===== src/design/pxd_pkg.sv =====
// Shared constants for the proximity digital processing block.
// Assumes a single 125 MHz clock and a 32-bit APB register port.
package pxd_pkg;
  localparam int SAMPLE_W = 12;
  localparam int COEF_W = 4;
  localparam int SCAN_W = 3;
  localparam int LIM_W = 8;
  localparam int CNT_W = 4;
  localparam int CLK_MHZ = 125;
  localparam int SCAN_UNIT_US = 1000;
  localparam int SCAN_UNIT_CYCLES = SCAN_UNIT_US * CLK_MHZ;

  localparam logic [7:0] ADDR_CTRL = 8'h00;
  localparam logic [7:0] ADDR_FILT = 8'h04;
  localparam logic [7:0] ADDR_THR = 8'h08;
  localparam logic [7:0] ADDR_DRIFT = 8'h0C;
  localparam logic [7:0] ADDR_COMP = 8'h10;
  localparam logic [7:0] ADDR_STAT = 8'h14;
  localparam logic [7:0] ADDR_SAMP = 8'h18;
  localparam logic [7:0] ADDR_BASE = 8'h1C;

  localparam int CTRL_SCAN_LSB = 0;
  localparam int CTRL_IRQ_SEL = 3;
  localparam int CTRL_NEAR_EN = 4;
  localparam int CTRL_AWAY_EN = 5;
  localparam int CTRL_DONE_EN = 6;
  localparam int CTRL_CDONE_EN = 7;
  localparam int CTRL_COMP_REQ = 8;
  localparam int FILT_RAW_LSB = 0;
  localparam int FILT_POS_LSB = 4;
  localparam int FILT_NEG_LSB = 8;
  localparam int DR_POS_LIM_LSB = 0;
  localparam int DR_POS_DEB_LSB = 8;
  localparam int DR_NEG_LIM_LSB = 12;
  localparam int DR_NEG_DEB_LSB = 20;
  localparam int COMP_RATE_LSB = 0;
  localparam int COMP_STUCK_LSB = 4;

  localparam logic [7:0] CTRL_RST = 8'h00;
  localparam logic [11:0] FILT_RST = 12'h4C8;
  localparam logic [11:0] THR_RST = 12'h040;
  localparam logic [23:0] DRIFT_RST = 24'h320320;
  localparam logic [7:0] COMP_RST = 8'h00;

  typedef enum logic [2:0] {
    ST_IDLE = 3'h0,
    ST_GRANT = 3'h1,
    ST_COMP = 3'h2,
    ST_CONV = 3'h3,
    ST_FILT = 3'h4,
    ST_BASE = 3'h5,
    ST_DIFF = 3'h6,
    ST_STAT = 3'h7
  } pxd_state_type;
endpackage


===== src/design/pxd_iir.sv =====
// Recursive blend: ((ONE - coef) * sample + coef * prev) / ONE.
// Purely combinational; the caller registers the result.
`timescale 1ns/1ps
`default_nettype none
module pxd_iir #(
  parameter int W = pxd_pkg::SAMPLE_W,
  parameter int CW = pxd_pkg::COEF_W
) (
  // Operands
  input wire logic [W-1:0] sample,
  input wire logic [W-1:0] prev,
  input wire logic [CW-1:0] coef,
  // Result
  output logic [W-1:0] result
);
  localparam int SW = W + CW + 1;
  localparam logic [CW:0] ONE = (CW+1)'(1 << CW);
  logic [CW:0] keep;
  logic [SW-1:0] acc;

  always_comb begin
    keep = ONE - {1'b0, coef};
    acc = SW'(keep) * SW'(sample) + SW'(coef) * SW'(prev);
    result = acc[W+CW-1:CW];
  end
endmodule
`default_nettype wire


===== src/design/pxd_prox_core.sv =====
// Proximity sequencing, filtering, compensation control, APB registers.
// AFE and ADC arbiter answer start/request with done/grant pulses or levels.
//
// Design decisions made here: the address map and the APB slave port.
`timescale 1ns/1ps
`default_nettype none
module pxd_prox_core #(
  parameter int SCAN_UNIT_CYCLES = pxd_pkg::SCAN_UNIT_CYCLES
) (
  // APB slave
  input wire logic pclk,
  input wire logic presetn,
  input wire logic psel,
  input wire logic penable,
  input wire logic pwrite,
  input wire logic [7:0] paddr,
  input wire logic [31:0] pwdata,
  output logic [31:0] prdata,
  output logic pready,
  output logic pslverr,
  // Touch sequencer
  input wire logic host_driven_mode,
  input wire logic touch_detect_mode,
  input wire logic touch_trigger_mode,
  input wire logic pen_contact,
  input wire logic convert_cmd,
  input wire logic chan_selected,
  output logic touch_conv_start,
  // ADC arbitration
  output logic adc_req,
  input wire logic adc_grant,
  // Analog front-end
  output logic afe_comp_start,
  output logic afe_conv_start,
  input wire logic afe_comp_done,
  input wire logic afe_conv_done,
  input wire logic [pxd_pkg::SAMPLE_W-1:0] afe_raw,
  // Events and status
  output logic near_irq,
  output logic away_irq,
  output logic op_done_irq,
  output logic comp_done_irq,
  output logic near_flag,
  output logic comp_pending_flag,
  output logic conversion_active_flag
);
  localparam int W = pxd_pkg::SAMPLE_W;
  localparam int CW = pxd_pkg::COEF_W;
  localparam int LW = pxd_pkg::LIM_W;
  localparam int NW = pxd_pkg::CNT_W;

  function automatic logic signed [W:0] sdiff(input logic [W-1:0] a, input logic [W-1:0] b);
    sdiff = $signed({1'b0, a}) - $signed({1'b0, b});
  endfunction

  function automatic logic addr_hit(input logic [7:0] a);
    addr_hit = a inside {pxd_pkg::ADDR_CTRL, pxd_pkg::ADDR_FILT, pxd_pkg::ADDR_THR,
      pxd_pkg::ADDR_DRIFT, pxd_pkg::ADDR_COMP, pxd_pkg::ADDR_STAT,
      pxd_pkg::ADDR_SAMP, pxd_pkg::ADDR_BASE};
  endfunction

  pxd_pkg::pxd_state_type state_r, state_nxt;
  logic [7:0] ctrl_r;
  logic [11:0] filt_r;
  logic [W-1:0] thr_r;
  logic [23:0] drift_r;
  logic [7:0] compcfg_r;
  logic [W-1:0] raw_cap_sample, filtered_cap_sample, env_baseline, baseline_ref_r;
  logic [W-1:0] filt_calc, base_calc;
  logic signed [W:0] user_delta, drift;
  logic [NW-1:0] pos_cnt_r, neg_cnt_r, per_cnt_r, stuck_cnt_r;
  logic comp_pend_r, reinit_r, touch_after_r, tick;
  logic wr_en, rd_setup, wr_ctrl, host_req, startup_req;
  logic drift_req, periodic_req, stuck_req, comp_fin, op_start, direct_touch;
  logic auto_mode, scan_on, near_nxt;
  logic [pxd_pkg::SCAN_W-1:0] scan_interval_setting;
  logic irq_source_select;
  logic [CW-1:0] raw_filter_coef, baseline_pos_coef, baseline_neg_coef;
  logic [LW-1:0] baseline_pos_drift_limit, baseline_neg_drift_limit;
  logic [NW-1:0] baseline_pos_debounce, baseline_neg_debounce;
  logic [NW-1:0] periodic_comp_rate, stuck_close_limit;

  assign scan_interval_setting = ctrl_r[pxd_pkg::CTRL_SCAN_LSB +: pxd_pkg::SCAN_W];
  assign irq_source_select = ctrl_r[pxd_pkg::CTRL_IRQ_SEL];
  assign raw_filter_coef = filt_r[pxd_pkg::FILT_RAW_LSB +: CW];
  assign baseline_pos_coef = filt_r[pxd_pkg::FILT_POS_LSB +: CW];
  assign baseline_neg_coef = filt_r[pxd_pkg::FILT_NEG_LSB +: CW];
  assign baseline_pos_drift_limit = drift_r[pxd_pkg::DR_POS_LIM_LSB +: LW];
  assign baseline_pos_debounce = drift_r[pxd_pkg::DR_POS_DEB_LSB +: NW];
  assign baseline_neg_drift_limit = drift_r[pxd_pkg::DR_NEG_LIM_LSB +: LW];
  assign baseline_neg_debounce = drift_r[pxd_pkg::DR_NEG_DEB_LSB +: NW];
  assign periodic_comp_rate = compcfg_r[pxd_pkg::COMP_RATE_LSB +: NW];
  assign stuck_close_limit = compcfg_r[pxd_pkg::COMP_STUCK_LSB +: NW];

  // Zero-wait slave; read data is captured in the setup phase
  assign pready = 1'b1;
  assign pslverr = psel && penable && !addr_hit(paddr);
  assign wr_en = psel && penable && pwrite;
  assign rd_setup = psel && !penable && !pwrite;
  assign wr_ctrl = wr_en && paddr == pxd_pkg::ADDR_CTRL;

  always_ff @(posedge pclk or negedge presetn) begin
    if (!presetn) begin
      ctrl_r <= pxd_pkg::CTRL_RST;
      filt_r <= pxd_pkg::FILT_RST;
      thr_r <= pxd_pkg::THR_RST;
      drift_r <= pxd_pkg::DRIFT_RST;
      compcfg_r <= pxd_pkg::COMP_RST;
    end else if (wr_en) begin
      case (paddr)
        pxd_pkg::ADDR_CTRL: ctrl_r <= pwdata[7:0];
        pxd_pkg::ADDR_FILT: filt_r <= pwdata[11:0];
        pxd_pkg::ADDR_THR: thr_r <= pwdata[W-1:0];
        pxd_pkg::ADDR_DRIFT: drift_r <= pwdata[23:0];
        pxd_pkg::ADDR_COMP: compcfg_r <= pwdata[7:0];
        default: ;
      endcase
    end
  end

  always_ff @(posedge pclk or negedge presetn) begin
    if (!presetn) begin
      prdata <= 32'h0000_0000;
    end else if (rd_setup) begin
      case (paddr)
        pxd_pkg::ADDR_CTRL: prdata <= {24'h00_0000, ctrl_r};
        pxd_pkg::ADDR_FILT: prdata <= {20'h0_0000, filt_r};
        pxd_pkg::ADDR_THR: prdata <= {20'h0_0000, thr_r};
        pxd_pkg::ADDR_DRIFT: prdata <= {8'h00, drift_r};
        pxd_pkg::ADDR_COMP: prdata <= {24'h00_0000, compcfg_r};
        pxd_pkg::ADDR_STAT: prdata <= {29'h0000_0000, conversion_active_flag,
          comp_pending_flag, near_flag};
        pxd_pkg::ADDR_SAMP: prdata <= {4'h0, filtered_cap_sample, 4'h0, raw_cap_sample};
        pxd_pkg::ADDR_BASE: prdata <= {3'h0, user_delta, 4'h0, env_baseline};
        default: prdata <= 32'h0000_0000;
      endcase
    end
  end

  pxd_tick_gen #(
    .UNIT_CYCLES(SCAN_UNIT_CYCLES),
    .IW(pxd_pkg::SCAN_W)
  ) u_tick (
    .pclk(pclk),
    .presetn(presetn),
    .interval(scan_interval_setting),
    .tick(tick)
  );

  // Compensation request sources
  assign host_req = wr_ctrl && pwdata[pxd_pkg::CTRL_COMP_REQ];
  assign startup_req = wr_ctrl && scan_interval_setting == '0 &&
    pwdata[pxd_pkg::CTRL_SCAN_LSB +: pxd_pkg::SCAN_W] != '0;
  assign comp_fin = state_r == pxd_pkg::ST_COMP && afe_comp_done;

  // New requests win over the clear in the same cycle
  always_ff @(posedge pclk or negedge presetn) begin
    if (!presetn) begin
      comp_pend_r <= 1'b0;
    end else begin
      comp_pend_r <= (comp_pend_r && !comp_fin) || host_req || startup_req ||
        drift_req || periodic_req || stuck_req;
    end
  end

  // Sequencer: ticks are looked at only in idle
  assign scan_on = scan_interval_setting != '0;
  assign auto_mode = touch_detect_mode || touch_trigger_mode;
  assign op_start = scan_on && ((auto_mode && tick && !pen_contact) ||
    (host_driven_mode && convert_cmd && !chan_selected));
  assign direct_touch = host_driven_mode && convert_cmd && (chan_selected || !scan_on);

  always_comb begin
    state_nxt = state_r;
    case (state_r)
      pxd_pkg::ST_IDLE: if (op_start) state_nxt = pxd_pkg::ST_GRANT;
      pxd_pkg::ST_GRANT: begin
        if (adc_grant) begin
          state_nxt = comp_pend_r ? pxd_pkg::ST_COMP : pxd_pkg::ST_CONV;
        end
      end
      pxd_pkg::ST_COMP: if (afe_comp_done) state_nxt = pxd_pkg::ST_CONV;
      pxd_pkg::ST_CONV: if (afe_conv_done) state_nxt = pxd_pkg::ST_FILT;
      pxd_pkg::ST_FILT: state_nxt = pxd_pkg::ST_BASE;
      pxd_pkg::ST_BASE: state_nxt = pxd_pkg::ST_DIFF;
      pxd_pkg::ST_DIFF: state_nxt = pxd_pkg::ST_STAT;
      pxd_pkg::ST_STAT: state_nxt = pxd_pkg::ST_IDLE;
      default: state_nxt = pxd_pkg::ST_IDLE;
    endcase
  end

  always_ff @(posedge pclk or negedge presetn) begin
    if (!presetn) begin
      state_r <= pxd_pkg::ST_IDLE;
    end else begin
      state_r <= state_nxt;
    end
  end

  // ADC held from grant request through the conversion
  always_ff @(posedge pclk or negedge presetn) begin
    if (!presetn) begin
      adc_req <= 1'b0;
      afe_comp_start <= 1'b0;
      afe_conv_start <= 1'b0;
      conversion_active_flag <= 1'b0;
    end else begin
      adc_req <= state_nxt inside {pxd_pkg::ST_GRANT, pxd_pkg::ST_COMP,
        pxd_pkg::ST_CONV};
      afe_comp_start <= state_r == pxd_pkg::ST_GRANT && adc_grant && comp_pend_r;
      afe_conv_start <= (state_r == pxd_pkg::ST_GRANT && adc_grant && !comp_pend_r) ||
        comp_fin;
      conversion_active_flag <= state_nxt != pxd_pkg::ST_IDLE;
    end
  end

  // Touch conversion follows the proximity op only with pen contact
  always_ff @(posedge pclk or negedge presetn) begin
    if (!presetn) begin
      touch_after_r <= 1'b0;
      touch_conv_start <= 1'b0;
    end else begin
      if (state_r == pxd_pkg::ST_IDLE && op_start) begin
        touch_after_r <= host_driven_mode && pen_contact;
      end
      touch_conv_start <= (state_r == pxd_pkg::ST_IDLE && direct_touch) ||
        (state_r == pxd_pkg::ST_STAT && touch_after_r);
    end
  end

  pxd_iir #(.W(W), .CW(CW)) u_filt (
    .sample(raw_cap_sample),
    .prev(filtered_cap_sample),
    .coef(raw_filter_coef),
    .result(filt_calc)
  );

  pxd_iir #(.W(W), .CW(CW)) u_base (
    .sample(filtered_cap_sample),
    .prev(env_baseline),
    .coef(filtered_cap_sample >= env_baseline ? baseline_pos_coef : baseline_neg_coef),
    .result(base_calc)
  );

  // After a compensation the filters restart from the new sample
  always_ff @(posedge pclk or negedge presetn) begin
    if (!presetn) begin
      raw_cap_sample <= '0;
      filtered_cap_sample <= '0;
      env_baseline <= '0;
      baseline_ref_r <= '0;
      user_delta <= '0;
      reinit_r <= 1'b1;
    end else begin
      if (comp_fin) reinit_r <= 1'b1;
      case (state_r)
        pxd_pkg::ST_CONV: if (afe_conv_done) raw_cap_sample <= afe_raw;
        pxd_pkg::ST_FILT: filtered_cap_sample <= reinit_r ? raw_cap_sample : filt_calc;
        pxd_pkg::ST_BASE: begin
          if (reinit_r) begin
            env_baseline <= filtered_cap_sample;
            baseline_ref_r <= filtered_cap_sample;
          end else if (!near_flag) begin
            env_baseline <= base_calc;
          end
        end
        pxd_pkg::ST_DIFF: user_delta <= sdiff(filtered_cap_sample, env_baseline);
        pxd_pkg::ST_STAT: reinit_r <= 1'b0;
        default: ;
      endcase
    end
  end

  // Drift since the last compensation, each side debounced
  assign drift = sdiff(env_baseline, baseline_ref_r);
  assign drift_req = state_r == pxd_pkg::ST_DIFF && !reinit_r &&
    ((drift > $signed({5'h00, baseline_pos_drift_limit}) &&
      pos_cnt_r >= baseline_pos_debounce) ||
     (-drift > $signed({5'h00, baseline_neg_drift_limit}) &&
      neg_cnt_r >= baseline_neg_debounce));

  always_ff @(posedge pclk or negedge presetn) begin
    if (!presetn) begin
      pos_cnt_r <= '0;
      neg_cnt_r <= '0;
    end else if (state_r == pxd_pkg::ST_DIFF) begin
      if (reinit_r || drift <= $signed({5'h00, baseline_pos_drift_limit})) begin
        pos_cnt_r <= '0;
      end else if (pos_cnt_r != '1) begin
        pos_cnt_r <= pos_cnt_r + NW'(1);
      end
      if (reinit_r || -drift <= $signed({5'h00, baseline_neg_drift_limit})) begin
        neg_cnt_r <= '0;
      end else if (neg_cnt_r != '1) begin
        neg_cnt_r <= neg_cnt_r + NW'(1);
      end
    end
  end

  // Near decision and op counters at the end of each operation
  assign near_nxt = user_delta > $signed({1'b0, thr_r});
  assign periodic_req = state_r == pxd_pkg::ST_STAT && periodic_comp_rate != '0 &&
    per_cnt_r + NW'(1) >= periodic_comp_rate;
  assign stuck_req = state_r == pxd_pkg::ST_STAT && near_nxt &&
    stuck_close_limit != '0 && stuck_cnt_r == stuck_close_limit;

  always_ff @(posedge pclk or negedge presetn) begin
    if (!presetn) begin
      near_flag <= 1'b0;
      per_cnt_r <= '0;
      stuck_cnt_r <= '0;
    end else if (state_r == pxd_pkg::ST_STAT) begin
      near_flag <= near_nxt;
      per_cnt_r <= periodic_req ? '0 : per_cnt_r + NW'(1);
      if (!near_nxt) begin
        stuck_cnt_r <= '0;
      end else if (stuck_cnt_r != '1) begin
        stuck_cnt_r <= stuck_cnt_r + NW'(1);
      end
    end
  end

  assign comp_pending_flag = comp_pend_r;

  // One-cycle event pulses toward the interrupt controller
  always_ff @(posedge pclk or negedge presetn) begin
    if (!presetn) begin
      near_irq <= 1'b0;
      away_irq <= 1'b0;
      op_done_irq <= 1'b0;
      comp_done_irq <= 1'b0;
    end else begin
      near_irq <= state_r == pxd_pkg::ST_STAT && near_nxt && !near_flag &&
        ctrl_r[pxd_pkg::CTRL_NEAR_EN];
      away_irq <= state_r == pxd_pkg::ST_STAT && !near_nxt && near_flag &&
        !irq_source_select && ctrl_r[pxd_pkg::CTRL_AWAY_EN];
      op_done_irq <= state_r == pxd_pkg::ST_STAT && irq_source_select &&
        ctrl_r[pxd_pkg::CTRL_DONE_EN];
      comp_done_irq <= comp_fin && ctrl_r[pxd_pkg::CTRL_CDONE_EN];
    end
  end
endmodule
`default_nettype wire


===== src/design/pxd_tick_gen.sv =====
// Scan wake-up tick generator: interval times a base unit of cycles.
// Interval of zero stops the counters and emits no tick.
`timescale 1ns/1ps
`default_nettype none
module pxd_tick_gen #(
  parameter int UNIT_CYCLES = pxd_pkg::SCAN_UNIT_CYCLES,
  parameter int IW = pxd_pkg::SCAN_W
) (
  // Clock and reset
  input wire logic pclk,
  input wire logic presetn,
  // Control
  input wire logic [IW-1:0] interval,
  // Wake-up pulse
  output logic tick
);
  localparam int UW = $clog2(UNIT_CYCLES + 1);
  logic [UW-1:0] unit_cnt_r;
  logic [IW-1:0] per_cnt_r;
  logic unit_end;
  logic per_end;

  assign unit_end = unit_cnt_r == UW'(UNIT_CYCLES - 1);
  assign per_end = per_cnt_r + IW'(1) >= interval;

  always_ff @(posedge pclk or negedge presetn) begin
    if (!presetn) begin
      unit_cnt_r <= '0;
      per_cnt_r <= '0;
      tick <= 1'b0;
    end else if (interval == '0) begin
      unit_cnt_r <= '0;
      per_cnt_r <= '0;
      tick <= 1'b0;
    end else begin
      unit_cnt_r <= unit_end ? '0 : unit_cnt_r + UW'(1);
      if (unit_end) begin
        per_cnt_r <= per_end ? '0 : per_cnt_r + IW'(1);
      end
      tick <= unit_end && per_end;
    end
  end
endmodule
`default_nettype wire


===== config.mk =====
export PLATFORM = sky130hd
export DESIGN_NAME = pxd_prox_core
export DESIGN_NICKNAME = d
export VERILOG_FILES = /design/src/design/pxd_pkg.sv /design/src/design/pxd_iir.sv /design/src/design/pxd_prox_core.sv /design/src/design/pxd_tick_gen.sv
export SDC_FILE = /design/constraint.sdc
export NUM_CORES = 1
export LEC_CHECK = 0
export BUFFER_PORTS_ARGS = -buffer_cell sky130_fd_sc_hd__buf_2
export CAP_MARGIN = 20
export CELL_PAD_IN_SITES_DETAIL_PLACEMENT = 0
export CELL_PAD_IN_SITES_GLOBAL_PLACEMENT = 1
export CORE_MARGIN = 5
export CORE_UTILIZATION = 40
export CTS_CLUSTER_SIZE = 8
export DETAILED_ROUTE_END_ITERATION = 7
export PLACE_DENSITY_LB_ADDON = 0.1
export REMOVE_ABC_BUFFERS = 1
export SLEW_MARGIN = 10
export SYNTH_ARGS = -nofsm -noshare
export SYNTH_HDL_FRONTEND = slang
export SYNTH_SLANG_ARGS = --single-unit

===== constraint.sdc =====
create_clock -name pclk -period 20.3 [get_ports pclk]
set_input_delay 2.03 -clock pclk [delete_from_list [all_inputs] [get_ports pclk]]
set_output_delay 2.03 -clock pclk [all_outputs]
set_load 0.01 [all_outputs]

-- Word-level counts from Yosys, hierarchy flattened
Index checks and enable logic that the tools add are counted.
- register bits after elaboration: 210
- output and inout port bits: 45
- add/subtract/negate cells: 13
- multiply operators: 4
- magnitude comparators: 10
- eq/ne operators: 24
- mux-type cells: 26
- reduce and logical (&&, ||, !) cells: 93
- operators with widths (kind ; number):
    case mux 29 bit (8 select lines) ; 1
    logical AND 1 bit ; 43
    2-to-1 mux 12 bit ; 3
    2-to-1 mux 17 bit ; 2
    adder 16 bit ; 2
    equality test 8 x 5 -> 1 bit (second input constant) ; 4
    multiplier 4 x 12 -> 16 bit ; 2
    multiplier 5 x 12 -> 16 bit ; 2
    2-to-1 mux 4 bit ; 8
    greater-than comparator 13 x 9 -> 1 bit ; 2
    less-or-equal comparator 13 x 9 -> 1 bit ; 2
    subtractor 12 x 12 -> 13 bit ; 2
    case mux 3 bit (8 select lines) ; 1
    AND reduction 2 bit ; 11
    2-to-1 mux 3 bit ; 7
    adder 17 x 1 -> 17 bit (second input constant) ; 1
    equality test 17 bit (second input constant) ; 1
    adder 4 x 1 -> 4 bit (second input constant) ; 4
    equality test 8 x 4 -> 1 bit (second input constant) ; 2
    greater-than comparator 13 bit ; 1
    logical OR 1 bit ; 13
    negation 13 bit ; 1
    equality test 3 x 2 -> 1 bit (second input constant) ; 4
    equality test 3 bit (second input constant) ; 4
    18 further kinds ; 47

-- Longest topological paths before layout
- depth after elaboration: 9
- depth in mapped cells: 28
- mapped depth without buffers: 27

-- Hierarchy
Synthesis repeated with hierarchy kept, for this count alone.
- cell total of the unflattened synthesis: 2019
- area, all modules: 18532.8 µm²
- modules (own cells, without submodules) (module ; times used ; cells each ; area an instance (µm²)):
    pxd_prox_core ; 1 ; 1118 ; 10852.9
    pxd_iir at u_base ; 1 ; 394 ; 3278.1
    pxd_iir at u_filt ; 1 ; 394 ; 3269.4
    pxd_tick_gen ; 1 ; 113 ; 1132.3

-- Worst setup path before layout
Ideal clock, no wire load.
- kind: flip-flop to flip-flop
- start point: reg filtered_cap_sample[0]
- end point: reg env_baseline[11]
- library setup time: 0.069 ns
- arrival time: 6.982 ns
- required time: 20.231 ns
- setup slack: 13.249 ns
- stages on the path, launching flop included: 28
- buffers on the path: 3
- period minus slack after synthesis: 7.051 ns
- path through: dfrtp_1 clkbuf_1 inv_1 ha_1 nand2b_1 a21oi_2 a21oi_1 o21ai_2 mux2i_1 clkbuf_1 ha_1 xor2_1 clkbuf_1 nand2_1 fa_1 inv_1 fa_1 fa_1 inv_1 fa_1 inv_1 ha_1 a21o_1 or4_1 o221a_4 and3_1 or4_1 nand3_1
- longest elaborated chain between the ends: 7
- RTL lines (item ; RTL line ; source):
    from (decl) ; pxd_prox_core.sv:68 ; logic [W-1:0] raw_cap_sample, filtered_cap_sample, env_baseline, baseline_ref_r;
    from (signal assigned) ; pxd_prox_core.sv:258 ; pxd_pkg::ST_FILT: filtered_cap_sample <= reinit_r ? raw_cap_sample : filt_calc;
    >= comparator 12 bit ; pxd_prox_core.sv:241 ; .coef(filtered_cap_sample >= env_baseline ? baseline_pos_coef : baseline_neg_coef),
    2-to-1 mux 4 bit ; pxd_prox_core.sv:241 ;
    subtractor 5 x 4 -> 5 bit ; pxd_iir.sv:22 ; keep = ONE - {1'b0, coef};
    multiplier 5 x 12 -> 16 bit ; pxd_iir.sv:23 ; acc = SW'(keep) * SW'(sample) + SW'(coef) * SW'(prev);
    adder 16 bit * ; pxd_iir.sv:23 ;
    2-to-1 mux 12 bit * ; pxd_prox_core.sv:263 ; end else if (!near_flag) begin
    2-to-1 mux 12 bit * ; pxd_prox_core.sv:260 ; if (reinit_r) begin
    to (signal assigned) ; pxd_prox_core.sv:261 ; env_baseline <= filtered_cap_sample;
    to (signal assigned) ; pxd_prox_core.sv:264 ; env_baseline <= base_calc;
    to (decl) ; pxd_prox_core.sv:68 ;
Mark *: on every way between the ends. The rest lies on a longest branch, timed or not. The select of a mux whose other input is x is not followed.
A chain may end at the register's enable or synchronous reset.

-- Worst setup path after layout
Same ends and word-level chain as after synthesis.

==> flow_metrics.env <==
export IMPL_timing_final_crit_period_ns=8.09
export IMPL_drt_iter0_markers=1106
export IMPL_r2r_end="env_baseline[11]$_DFFE_PN0P_"
export IMPL_multiInputGateArea_mm2=0.0112
export IMPL_route_final_wire_length_mm=51.6
export IMPL_die_h_um=220
export IMPL_synth_top_family_by_area="adder cells"
export IMPL_hold_viol=0
export IMPL_whs_path_depth=2
export IMPL_initial_core_util=0.402
export IMPL_synth_area_mux_share=0.0513
export IMPL_ctsLongestPathBuffers=3
export IMPL_core_region_area_mm2=0.0440
export IMPL_finalSetupViolCount=0
export IMPL_synth_flop_cell="dfrtp_1"
export IMPL_detailroute_via_count=13700
export IMPL_finalSetupTns_ns=0
export IMPL_floorplan_rows=77
export IMPL_tritoncts="done"
export IMPL_status="completed"
export IMPL_detailed_routing_iteration_count_for_the_pre_antenna_repair_pass=6
export IMPL_ys_seq_elements=207
export IMPL_type_of_the_worst_min_delay_path="reg -> reg"
export IMPL_post_cts_resized_instances=0
export IMPL_synthToLayoutAreaGrowth_pct=11.6
export IMPL_hold_start="prdata[14]$_DFFE_PN0P_"
export IMPL_overall_track_demand_over_capacity_in_global_routing=0.218
export IMPL_netlist_top_cells_area="dfrtp_1, fa_1, ha_1, inv_1, nand2_1"
export IMPL_fin_worst_hold_slack_ns=0.460
export IMPL_fmax_ghz=0.124
export IMPL_via_count_of_the_first_global_routing_pass=13800
export IMPL_timing_critical_path_slowest_cell_delay_ns=0.85
export IMPL_ff_latch_area_mm2=0.00519
export IMPL_portBuffers=98
export IMPL_yosys_area_share_adder=0.262
export IMPL_synth_compound_area_frac=0.119
export IMPL_synth_cell_area_mm2=0.0177
export IMPL_post_cts_setup_buffers=0
export IMPL_dominant_cell_by_count_in_the_synthesized_netlist="inv_1"
export IMPL_rsz0062_at_grt="false"
export IMPL_remaining_drc_errors=0
export IMPL_post_drt_wl_per_cell_um=19.9
export IMPL_worst_path_dominant_cell_family="adder cells"
export IMPL_cp_num_buf_inv=5
export IMPL_dpl_hpwl_mm=39.4
export IMPL_netlist_top_cell_by_area="dfrtp_1"
export IMPL_drive_gt1_frac=0.131
export IMPL_grt_first_pass_wirelength_mm=81.9
export IMPL_timing_critical_path_to_type="flip-flop"
export IMPL_asyncSetResetFlopFracSynth=1.00
export IMPL_transition_time_at_the_pin_with_the_least_slew_margin_ns=1.08
export IMPL_drv_max_cap_violation_count=0
export IMPL_power_per_cell_area_mw_per_mm2=130
export IMPL_final_antenna_violating_net_count=0
export IMPL_synth_lib_cells_used_distinct=81
export IMPL_finalWeightedCongestion=0.835
export IMPL_ff2ff_setup_slack_ns=12.21
export IMPL_path_max_fanout=18
export IMPL_worstSkewPairLatency_ns=0.57
export IMPL_pin_count=111
export IMPL_number_of_buffers_inserted_during_clock_tree_synthesis=30
export IMPL_clockRootBuffer="clkbuf_16"
export IMPL_drt_vias_per_instance=5.27
export IMPL_layout_filler_cells=4412
export IMPL_worst_slew_margin_rel=0.273
export IMPL_grt_max_degree=78
export IMPL_post_route_period_util=0.398
export IMPL_fp_dieW_um=220
export IMPL_fp_dieArea_mm2=0.0486
export IMPL_synth_xor_area_share=0.0396
export IMPL_required_ns=20.79
export IMPL_fin_worst_skew_ns=0.0272
export IMPL_netlist_instances=1900
export IMPL_crit_type="reg -> reg"
export IMPL_grt_remaining_overflow=0
export IMPL_power_leakage_nw=9.70
export IMPL_nNetsFinal=2327
export IMPL_cts_hold_fix_buffers=0
export IMPL_worstHoldEndpoint="prdata[14]$_DFFE_PN0P_"
export IMPL_synth_simple_gate_area_frac=0.160
export IMPL_worst_endpoint_arrival_ns=8.57
export IMPL_worstSetupStartpointType="flip-flop"
export IMPL_final_max_slew_violation_count=0
export IMPL_synth_top_area_frac=0.276
export IMPL_initial_antenna_violation_count=1
export IMPL_crit_reg2reg_launch="filtered_cap_sample[0]$_DFFE_PN0P_"
export IMPL_synth_edff_count=0
export IMPL_clock_sinks=207
export IMPL_power_ir_vdd_worst_uv=67.5
export IMPL_clkSlewWorstSetupHoldPaths_ns=0.05
export IMPL_ys_seq_area_frac=0.294
export IMPL_synth_area_per_cell_um2=9.31
export IMPL_critical_path_slowest_cell="xnor2_1"
export IMPL_reg2regPathDepth=25
export IMPL_synth_common_cells="inv_1, nand2_1, dfrtp_1"
export IMPL_ctsHtreeMaxLevel=1
export IMPL_synth_warnings=0
==> registers in the layout (all words and copies together), names as in the netlist, 12 cells and up <==
register	cells
env_baseline	12
user_delta	13
drift_r	24
u_tick.unit_cnt_r	17
prdata	29
thr_r	12
filt_r	12
raw_cap_sample	12
filtered_cap_sample	12
baseline_ref_r	12
==> power by group <==
part / switching, W / total, W / internal [W]
registers: 0.000187 / 0.000682 / 0.000495
logic: 0.000821 / 0.00141 / 0.000584
clock network: 0.000190 / 0.000475 / 0.000285
total: 0.00120 / 0.00256 / 0.00136
==> per-stage QoR <==
stage / instance area (µm²) / power (W) / worst slack [ns] / cells / util
2_1_floorplan: 17400 / 0.00166 / 13.16 / 1822 / -
3_3_place_gp: 18800 / 0.00208 / 12.19 / 2540 / 0.428
3_5_place_dp: 18800 / 0.00211 / 12.20 / 2540 / 0.428
4_1_cts: 19700 / 0.00260 / 12.16 / 2595 / 0.448
5_1_grt: 19800 / 0.00281 / 11.74 / 2597 / 0.449
6_report: 19800 / 0.00256 / 12.21 / 2597 / 0.449
==> cell type report <==
cell class                 instances  area share
antenna                            1    0.000127
clock buffer                      53      0.0439
clock inverter                     2     0.00108
inverter                         263      0.0502
multi-input combinational       1352       0.568
sequential                       207       0.263
tap                              592      0.0375
timing repair buffer             127      0.0362
==> layer usage <==
layer / up-vias / share of wire / global-route usage
met4: 0 / 0.021 / 0.0489
met1: 6859 / 0.46 / 0.310
met2: 321 / 0.47 / 0.362
met5: - / 0 / 0
met3: 53 / 0.048 / 0.0246
li1: 6457 / - / -
==> worst max-delay path by stage <==
| stage | from | endpoint | slack (ns) | cells after the start |
|---|---|---|---|---|
| floorplan | filtered_cap_sample[2]$_DFFE_PN0P_ | env_baseline[11]$_DFFE_PN0P_ | 13.16 | 23 |
| detailed placement | filtered_cap_sample[0]$_DFFE_PN0P_ | env_baseline[11]$_DFFE_PN0P_ | 12.20 | 25 |
| global route | filtered_cap_sample[0]$_DFFE_PN0P_ | env_baseline[11]$_DFFE_PN0P_ | 11.74 | 25 |
| CTS | filtered_cap_sample[0]$_DFFE_PN0P_ | env_baseline[11]$_DFFE_PN0P_ | 12.16 | 25 |
| global placement | filtered_cap_sample[0]$_DFFE_PN0P_ | env_baseline[11]$_DFFE_PN0P_ | 12.19 | 25 |
| finish | filtered_cap_sample[0]$_DFFE_PN0P_ | env_baseline[11]$_DFFE_PN0P_ | 12.21 | 25 |
==> layout by cell type (no fill, tap or decap), types with 8 or more instances in the layout <==
cell,instances
a222oi_1,22
a211oi_1,8
o21a_1,18
o21bai_1,9
nor2b_1,11
mux2i_1,15
dfrtp_1,195
nand3_1,28
a31oi_1,19
a21o_1,25
clkbuf_16,30
dfstp_2,12
fa_1,152
nor3b_1,8
a221oi_1,11
mux2_2,64
o21ai_0,73
buf_4,28
nor3_1,27
xor2_1,36
nand4_1,14
inv_1,261
nand2_1,240
nor2_1,135
clkbuf_1,20
ha_1,128
a21oi_1,57
xnor2_1,43
nand2b_1,14
and3_1,16
and2_1,70
o211ai_1,9
buf_2,98
==> cells by family (layout without fill, tap and decap cells) <==
| kind of cell | count (synthesis) | in the layout |
|---|---|---|
| simple gates | 604 | 604 |
| buf+inv | 343 | 445 |
| compound gates | 303 | 303 |
| fa+ha+maj | 280 | 280 |
| flops | 207 | 207 |
| mux | 81 | 81 |
| xor+xnor | 80 | 80 |
| other cells | 2 | 5 |
==> worst reg2reg max path, delay by kind of cell (launching register included) <==
| kind | cells | cell delay, ns |
|---|---|---|
| AOI/OAI and AO/OA | 5 | 1.18 |
| xor gates and xnor gates | 1 | 0.85 |
| adders and majority gates | 6 | 2.67 |
| buffers and inverters | 5 | 0.57 |
| DFF | 1 | 0.65 |
| muxes | 1 | 0.46 |
| and+or+nand+nor | 7 | 1.63 |
No activity file was read; power rests on OpenSTA's default activity.
